[src/common/acdp_pkg.sv]
package acdp_pkg;
    localparam logic [7:0] IDX_MASK = 8'h40;
    localparam logic [7:0] IDX_LOWER = 8'h41;
    localparam logic [7:0] IDX_UPPER = 8'h42;
    localparam logic [7:0] IDX_AVG = 8'h43;
    localparam logic [7:0] IDX_FUNC = 8'h44;
    localparam logic [7:0] IDX_PEND = 8'h45;
    localparam logic [7:0] IDX_TEMP = 8'h97;
    ////////////////////////////////////////////////////////////////////////
    localparam logic [7:0] MODE_IN_U_UNI = 8'h01;
    localparam logic [7:0] MODE_IN_U_BI = 8'h02;
    localparam logic [7:0] MODE_IN_I_020 = 8'h03;
    localparam logic [7:0] MODE_IN_I_420 = 8'h04;
    localparam logic [7:0] MODE_OUT_U_UNI = 8'h06;
    localparam logic [7:0] MODE_OUT_U_BI = 8'h07;
    localparam logic [7:0] MODE_OUT_I_020 = 8'h08;
    localparam logic [7:0] MODE_OUT_I_420 = 8'h09;
    ////////////////////////////////////////////////////////////////////////
    localparam int BIT_LOW = 1;
    localparam int BIT_HIGH = 2;
    localparam int BIT_OTEMP = 3;
    localparam int BIT_OVOLT = 4;
    localparam int BIT_UVOLT = 5;
    localparam int BIT_CH_LO = 6;
    localparam int BIT_CH_HI = 7;
    localparam int BIT_DEFECT = 8;
    localparam int BIT_CABLE = 10;
    localparam int BIT_OCUR = 11;
    localparam int BIT_UNDER = 14;
    localparam int BIT_OVER = 15;
    ////////////////////////////////////////////////////////////////////////
    localparam logic [15:0] RST_LOWER = 16'h8000;
    localparam logic [15:0] RST_UPPER = 16'h7fff;
    localparam logic [7:0] RST_AVG = 8'h00;
    localparam logic [15:0] RST_MASK_OUT_I = 16'hcc3e;
    localparam logic [15:0] RST_MASK_OUT_U = 16'hc8fe;
    localparam logic [15:0] RST_MASK_IN = 16'hc83e;
    localparam logic [7:0] AVG_MAX = 8'h40;
    localparam logic signed [15:0] FULL_SCALE = 16'sh6c00;
    localparam logic signed [7:0] TEMP_MAX_C = 8'sh55;
    localparam logic [15:0] SUPPLY_MAX_DV = 16'h012c;
    localparam logic [15:0] SUPPLY_MIN_DV = 16'h00b4;
endpackage : acdp_pkg

[src/rtl/acdp_bank.sv]
`timescale 1ns/1ps
module acdp_bank
    import acdp_pkg::*;
#(
    parameter bit OUTPUT_VARIANT = 1'b0,
    parameter bit MULTI = 1'b1,
    parameter logic [7:0] FIXED_MODE = MODE_IN_U_UNI
)(
    input wire logic mclk,
    input wire logic rst,
    input wire logic req,
    input wire logic wr,
    input wire logic [7:0] index,
    input wire logic [31:0] wdata,
    input wire logic signed [15:0] meas,
    input wire logic signed [7:0] temp_c,
    input wire logic [15:0] supply_dv,
    input wire logic sensor_oc,
    input wire logic dev_fault,
    input wire logic cable_break,
    input wire logic chan_err_lo,
    input wire logic chan_err_hi,
    output logic ack,
    output logic err,
    output logic [31:0] rdata,
    output logic [15:0] event_pulse,
    output logic [31:0] pending,
    output logic [7:0] active_mode
);
    typedef struct packed {
        logic [15:0] mask;
        logic [15:0] lower;
        logic [15:0] upper;
        logic [7:0] avg;
        logic [7:0] mode;
        logic [31:0] pend;
        logic [7:0] temp;
        logic [15:0] evt;
        logic ack;
        logic err;
        logic [31:0] rdata;
    } acdp_state_t;

    function automatic logic [15:0] reset_mask(input logic [7:0] m);
        if (!OUTPUT_VARIANT) begin
            reset_mask = RST_MASK_IN;
        end else if (m == MODE_OUT_I_020 || m == MODE_OUT_I_420) begin
            reset_mask = RST_MASK_OUT_I;
        end else begin
            reset_mask = RST_MASK_OUT_U;
        end
    endfunction : reset_mask

    function automatic logic mode_ok(input logic [7:0] m);
        if (OUTPUT_VARIANT) begin
            mode_ok = (m >= MODE_OUT_U_UNI) && (m <= MODE_OUT_I_420);
        end else begin
            mode_ok = (m >= MODE_IN_U_UNI) && (m <= MODE_IN_I_420);
        end
    endfunction : mode_ok

    acdp_state_t st;
    acdp_state_t next_st;
    logic [15:0] active;

    acdp_cond u_cond (
        .mode(st.mode),
        .meas(meas),
        .lower(st.lower),
        .upper(st.upper),
        .temp_c(temp_c),
        .supply_dv(supply_dv),
        .sensor_oc(sensor_oc),
        .dev_fault(dev_fault),
        .cable_break(cable_break),
        .chan_err_lo(chan_err_lo),
        .chan_err_hi(chan_err_hi),
        .active(active)
    );

    ////////////////////////////////////////////////////////////////////////
    always_comb begin
        next_st = st;
        next_st.ack = req;
        next_st.err = 1'b0;
        next_st.rdata = '0;
        next_st.temp = temp_c;
        next_st.pend = {16'h0000, active};
        // new condition raises its event only if enabled
        next_st.evt = active & ~st.pend[15:0] & st.mask;
        if (req) begin
            case (index)
                IDX_MASK: begin
                    next_st.rdata = {16'h0000, st.mask};
                    if (wr) begin
                        next_st.mask = wdata[15:0];
                    end
                end
                IDX_LOWER: begin
                    next_st.rdata = {16'h0000, st.lower};
                    if (wr) begin
                        next_st.lower = wdata[15:0];
                    end
                end
                IDX_UPPER: begin
                    next_st.rdata = {16'h0000, st.upper};
                    if (wr) begin
                        next_st.upper = wdata[15:0];
                    end
                end
                IDX_AVG: begin
                    next_st.rdata = {24'h000000, st.avg};
                    if (wr && wdata[7:0] > AVG_MAX) begin
                        next_st.err = 1'b1;
                    end else if (wr) begin
                        next_st.avg = wdata[7:0];
                    end
                end
                IDX_FUNC: begin
                    next_st.rdata = {24'h000000, st.mode};
                    // fixed variant ignores the write silently
                    // only codes of this variant adopted
                    if (wr && MULTI && mode_ok(wdata[7:0])) begin
                        next_st.mode = wdata[7:0];
                    end else if (wr && MULTI) begin
                        next_st.err = 1'b1;
                    end
                end
                IDX_PEND: begin
                    next_st.rdata = st.pend;
                    next_st.err = wr;
                end
                IDX_TEMP: begin
                    next_st.rdata = {24'h000000, st.temp};
                    next_st.err = wr;
                end
                default: begin
                    next_st.err = 1'b1;
                end
            endcase
        end
    end

    always_ff @(posedge mclk) begin
        if (rst) begin
            st <= '0;
            st.mask <= reset_mask(FIXED_MODE);
            st.lower <= RST_LOWER;
            st.upper <= RST_UPPER;
            st.avg <= RST_AVG;
            st.mode <= FIXED_MODE;
        end else begin
            st <= next_st;
        end
    end

    assign ack = st.ack;
    assign err = st.err;
    assign rdata = st.rdata;
    assign event_pulse = st.evt;
    assign pending = st.pend;
    assign active_mode = st.mode;
endmodule : acdp_bank

[src/rtl/acdp_cond.sv]
`timescale 1ns/1ps
module acdp_cond
    import acdp_pkg::*;
(
    input wire logic [7:0] mode,
    input wire logic signed [15:0] meas,
    input wire logic signed [15:0] lower,
    input wire logic signed [15:0] upper,
    input wire logic signed [7:0] temp_c,
    input wire logic [15:0] supply_dv,
    input wire logic sensor_oc,
    input wire logic dev_fault,
    input wire logic cable_break,
    input wire logic chan_err_lo,
    input wire logic chan_err_hi,
    output logic [15:0] active
);
    logic [15:0] raw;
    logic [15:0] defined;
    logic bipolar;
    logic out_cur;
    logic out_volt;

    always_comb begin
        bipolar = (mode == MODE_IN_U_BI) || (mode == MODE_OUT_U_BI);
        out_cur = (mode == MODE_OUT_I_020) || (mode == MODE_OUT_I_420);
        out_volt = (mode == MODE_OUT_U_UNI) || (mode == MODE_OUT_U_BI);
        raw = '0;
        raw[BIT_LOW] = meas < lower;
        raw[BIT_HIGH] = meas > upper;
        raw[BIT_OTEMP] = temp_c > TEMP_MAX_C;
        raw[BIT_OVOLT] = supply_dv > SUPPLY_MAX_DV;
        raw[BIT_UVOLT] = supply_dv < SUPPLY_MIN_DV;
        raw[BIT_CH_LO] = chan_err_lo;
        raw[BIT_CH_HI] = chan_err_hi;
        raw[BIT_DEFECT] = dev_fault;
        raw[BIT_CABLE] = cable_break;
        raw[BIT_OCUR] = sensor_oc;
        // range ends; 4 mA and 0 V map to code zero
        raw[BIT_UNDER] = bipolar ? (meas < -FULL_SCALE) : (meas < 16'sh0000);
        raw[BIT_OVER] = meas > FULL_SCALE;
        defined = '0;
        defined[BIT_LOW] = 1'b1;
        defined[BIT_HIGH] = 1'b1;
        defined[BIT_OTEMP] = 1'b1;
        defined[BIT_OVOLT] = 1'b1;
        defined[BIT_UVOLT] = 1'b1;
        defined[BIT_OCUR] = 1'b1;
        defined[BIT_UNDER] = 1'b1;
        defined[BIT_OVER] = 1'b1;
        // defect only in 0-20 mA input
        defined[BIT_DEFECT] = mode == MODE_IN_I_020;
        defined[BIT_CH_LO] = out_volt;
        defined[BIT_CH_HI] = out_volt;
        defined[BIT_CABLE] = out_cur;
        active = raw & defined;
    end
endmodule : acdp_cond

[config.mk]
export PLATFORM = sky130hd
export DESIGN_NAME = acdp_bank
export DESIGN_NICKNAME = d
export VERILOG_FILES = /design/src/common/acdp_pkg.sv /design/src/rtl/acdp_bank.sv /design/src/rtl/acdp_cond.sv
export SDC_FILE = /design/constraint.sdc
export NUM_CORES = 1
export LEC_CHECK = 0
export ABC_CLOCK_PERIOD_IN_PS = 2900
export BUFFER_PORTS_ARGS = -buffer_cell sky130_fd_sc_hd__buf_2
export CELL_PAD_IN_SITES_DETAIL_PLACEMENT = 0
export CELL_PAD_IN_SITES_GLOBAL_PLACEMENT = 1
export CORE_MARGIN = 2
export CORE_UTILIZATION = 38
export DETAILED_ROUTE_END_ITERATION = 16
export PLACE_DENSITY_LB_ADDON = 0.2
export SYNTH_ARGS = -nofsm -noshare
export SYNTH_HDL_FRONTEND = slang
export SYNTH_SLANG_ARGS = --single-unit
[constraint.sdc]
create_clock -name mclk -period 2.9 [get_ports mclk]
set_clock_uncertainty 0.1 [all_clocks]
set_input_delay 0.29 -clock mclk [delete_from_list [all_inputs] [get_ports mclk]]
set_output_delay 0.29 -clock mclk [all_outputs]
set_load 0.02 [all_outputs]
==> impl_metrics.py <==
metrics = {
    "final_layout": {
        "most-common-layout-cells": "buf_2 (122), dfxtp_1 (114), nand2_1 (112)",
        "fin_nets": 909,
        "syn_to_final_growth_pct": 16.7,
        "fin_area_um2": 7030,
        "multiInputGateArea_um2": 2980,
        "drive_above_1_share_pct": 22.3,
        "fin_cells": 1016,
        "fillers": 1593,
        "layout_commonest_cell": "buf_2",
        "regArea_um2": 2280,
        "fin_util_pct": 44.8,
        "diodes": 0,
    },
    "clock_network": {
        "numClockSinks": 114,
        "cts_tree": "done",
        "numCtsBuffers": 17,
        "htreeDepth": 4,
        "clk_pin_slew_ns": 0.05,
        "clk_path_buf_depth": 2,
        "worstSkewPairLatency_ns": 0.42,
        "root_buffer": "clkbuf_16",
    },
    "global_routing": {
        "grt_pass1_wl_um": 26100,
        "gr-total-overflow": 0,
        "grt_max_degree": 45,
        "antenna_found_initial": 0,
        "grt_usage_pct": 20.7,
        "grt_pass1_vias": 4820,
    },
    "worst_setup_path": {
        "cp-end-kind": "flip-flop",
        "r2r_cells": 7,
        "start_kind": "flip-flop",
        "regToRegStartpoint": "st[129]$_SDFFE_PP0P_",
        "critPathSlowestCell": "nor4b_1",
        "r2r_slack_ns": 0.44,
        "cp.arrival_ns": 2.66,
        "slowest_delay_ns": 0.45,
        "cpLargestDelayFamily": "simple AND/OR/NAND/NOR gates",
        "timing.critical_path.buf_inv": 1,
        "path_cells": "inv_1 -> ha_1 -> and3_1 -> a221oi_1 -> a2bb2oi_1 -> nor4b_1 -> mux2_2",
        "worstPathMaxFanout": 3,
        "cp_data_required_time_ns": 3.10,
        "regToRegEndpoint": "event_pulse[1]$_SDFF_PP0_",
        "worstSetupPathType": "reg2reg",
    },
    "timing": {
        "fmax_ghz": 0.406,
        "setup_tns_ns": 0,
        "tightest_slew_ns": 0.831,
        "slew_viol_final": 0,
        "period_minus_slack_ns": 2.46,
        "rsz0062_at_grt": "false",
        "min_period_over_period_pct": 84.9,
        "setup_viol": 0,
        "relSlewSlack_pct": 44.6,
        "finalHoldViolCount": 0,
    },
    "detailed_routing": {
        "viasPerCell": 4.86,
        "first_pass_iters": 4,
        "wirelength_um": 17100,
        "vias": 4933,
        "antenna_left": 0,
        "wl_per_cell_um": 16.9,
        "drc_errors": 0,
        "drt_iter0_markers": 280,
    },
    "yosys": {
        "mappedNetlistArea_um2": 6030,
        "synthXorXnorAreaFrac_pct": 0.145,
        "async_flop_share_pct": 0,
        "synthAdderAreaFrac_pct": 6.43,
        "yosysSeqAreaShare_pct": 37.9,
        "ys_seq_elements": 114,
        "synth_top_family_by_area": "simple AND/OR/NAND/NOR gates",
        "synth-edff-count": 0,
        "ys_types": 58,
        "synth_area_leaders": "dfxtp_1 (38%), buf_4 (11%), nand2_1 (7.0%)",
        "ys.flop_type": "dfxtp_1",
        "synthMuxAreaShare_pct": 4.30,
        "synth-simple-area-share_pct": 22.4,
        "syn_inst": 707,
        "synth_area_per_cell_um2": 8.53,
        "synth.top_cell.area_share_pct": 37.9,
        "synth_compound_area_share_pct": 13.6,
        "yosysTopAreaCell": "dfxtp_1",
        "synth_warnings": 0,
    },
    "placement": {
        "numPortBuffers": 122,
        "dpl_cell_area_um2": 6390,
        "gp_congestion": 0.846,
        "dpl.hpwl_um": 13000,
        "placed_cells": 980,
    },
    "min_path": {
        "whs_path_depth": 2,
        "hp-class": "in2reg",
        "min_to": "st[51]$_SDFF_PP0_",
        "hp-start": "temp_c[1]",
    },
    "floorplanning": {
        "die_width_um": 130,
        "design.core.area_um2": 15700,
        "die_h_um": 130,
        "start_util_pct": 38.4,
        "die_area_um2": 16900,
        "rows": 46,
        "io_pins": 179,
    },
    "status": {
        "status": "completed",
    },
    "job": {
        "maxCapViolations": 0,
    },
    "power_and_ir_drop": {
        "p_per_area_nw_per_um2": 564,
        "leakagePower_nw": 3.19,
        "irDropWorstVdd_mv": 0.421,
        "total_power_mw": 3.97,
    },
}
kinds of logic (layout without fill, tap and decap cells):
| family | count (synthesis) | after routing |
|---|---|---|
| adder cells (fa/ha/maj) | 31 | 31 |
| multiplexers | 24 | 24 |
| AND/OR/NAND/NOR | 258 | 258 |
| XOR/XNOR | 1 | 1 |
| other | 1 | 40 |
| flip-flops | 114 | 114 |
| buffers and inverters | 153 | 207 |
| AO/OA/AOI/OAI | 125 | 125 |
area by class of cell:
type | count | area share (%)
well taps | 216 | 3.84
inverters | 34 | 1.81
clock inverters | 5 | 1.07
clock buffers | 25 | 7.19
multi-input cells | 479 | 42.3
flip-flops and latches | 114 | 32.4
repair buffers | 143 | 11.3
per-stage QoR:
stage / setup WS (ns) / hold WS (ns)
final: 0.437 / 0.0201
after global routing: 0.186 / 0.0123
after CTS: 0.436 / 0.00561
after detailed placement: 0.438 / 0.350
after global placement: 0.461 / 0.341
after floorplan: 0.672 / 0.275
flip-flops by register name, indices dropped and copies added (netlist names):
name	count
st	64
rdata	16
event_pulse	12
pending	12
active_mode	8
ack	1
err	1
power breakdown:
part | internal (mW) | switching, mW | leakage [nW] | total, mW
Sequential | 1.59 | 0.0105 | 0.925 | 1.60
Clock | 1.36 | 0.688 | 0.289 | 2.05
Combinational | 0.113 | 0.205 | 1.98 | 0.319
worst max path at each step:
stage                              start                         to  depth (start not counted)
floorplan           st[128]$_SDFFE_PP0P_  event_pulse[1]$_SDFF_PP0_                          7
global placement                 meas[6]  event_pulse[1]$_SDFF_PP0_                          7
detailed placement  st[128]$_SDFFE_PP0P_  event_pulse[1]$_SDFF_PP0_                          7
CTS                 st[128]$_SDFFE_PP0P_  event_pulse[1]$_SDFF_PP0_                          7
global route        st[128]$_SDFFE_PP0P_  event_pulse[1]$_SDFF_PP0_                          7
finish              st[129]$_SDFFE_PP0P_  event_pulse[1]$_SDFF_PP0_                          7
what timing repair did:
item,4_1_cts,5_1_grt
resized for setup,0,0
setup buffers,0,0
endpoints found under the hold margin,6,0
hold buffers,6,0
Yosys cell counts (8+ instances only):
library cell / number
dfxtp_1: 114
nand2_1: 112
buf_4: 88
a21oi_1: 47
nor2_1: 41
inv_1: 34
ha_1: 31
clkbuf_1: 21
nand3b_1: 21
a22oi_1: 18
mux2i_1: 18
nor2b_1: 14
o21ai_0: 13
a211o_1: 10
and3b_1: 10
buf_2: 8
routing by layer:
metal / vias to the layer above / GRT usage (%) / share of wire [%]
li1: 2461 / - / -
met1: 2338 / 26.2 / 45
met2: 113 / 35.0 / 50
met3: 21 / 4.96 / 4.3
met4: 0 / 6.14 / 1.3
met5: - / 0 / 0
(Power assumes the default switching activity.)
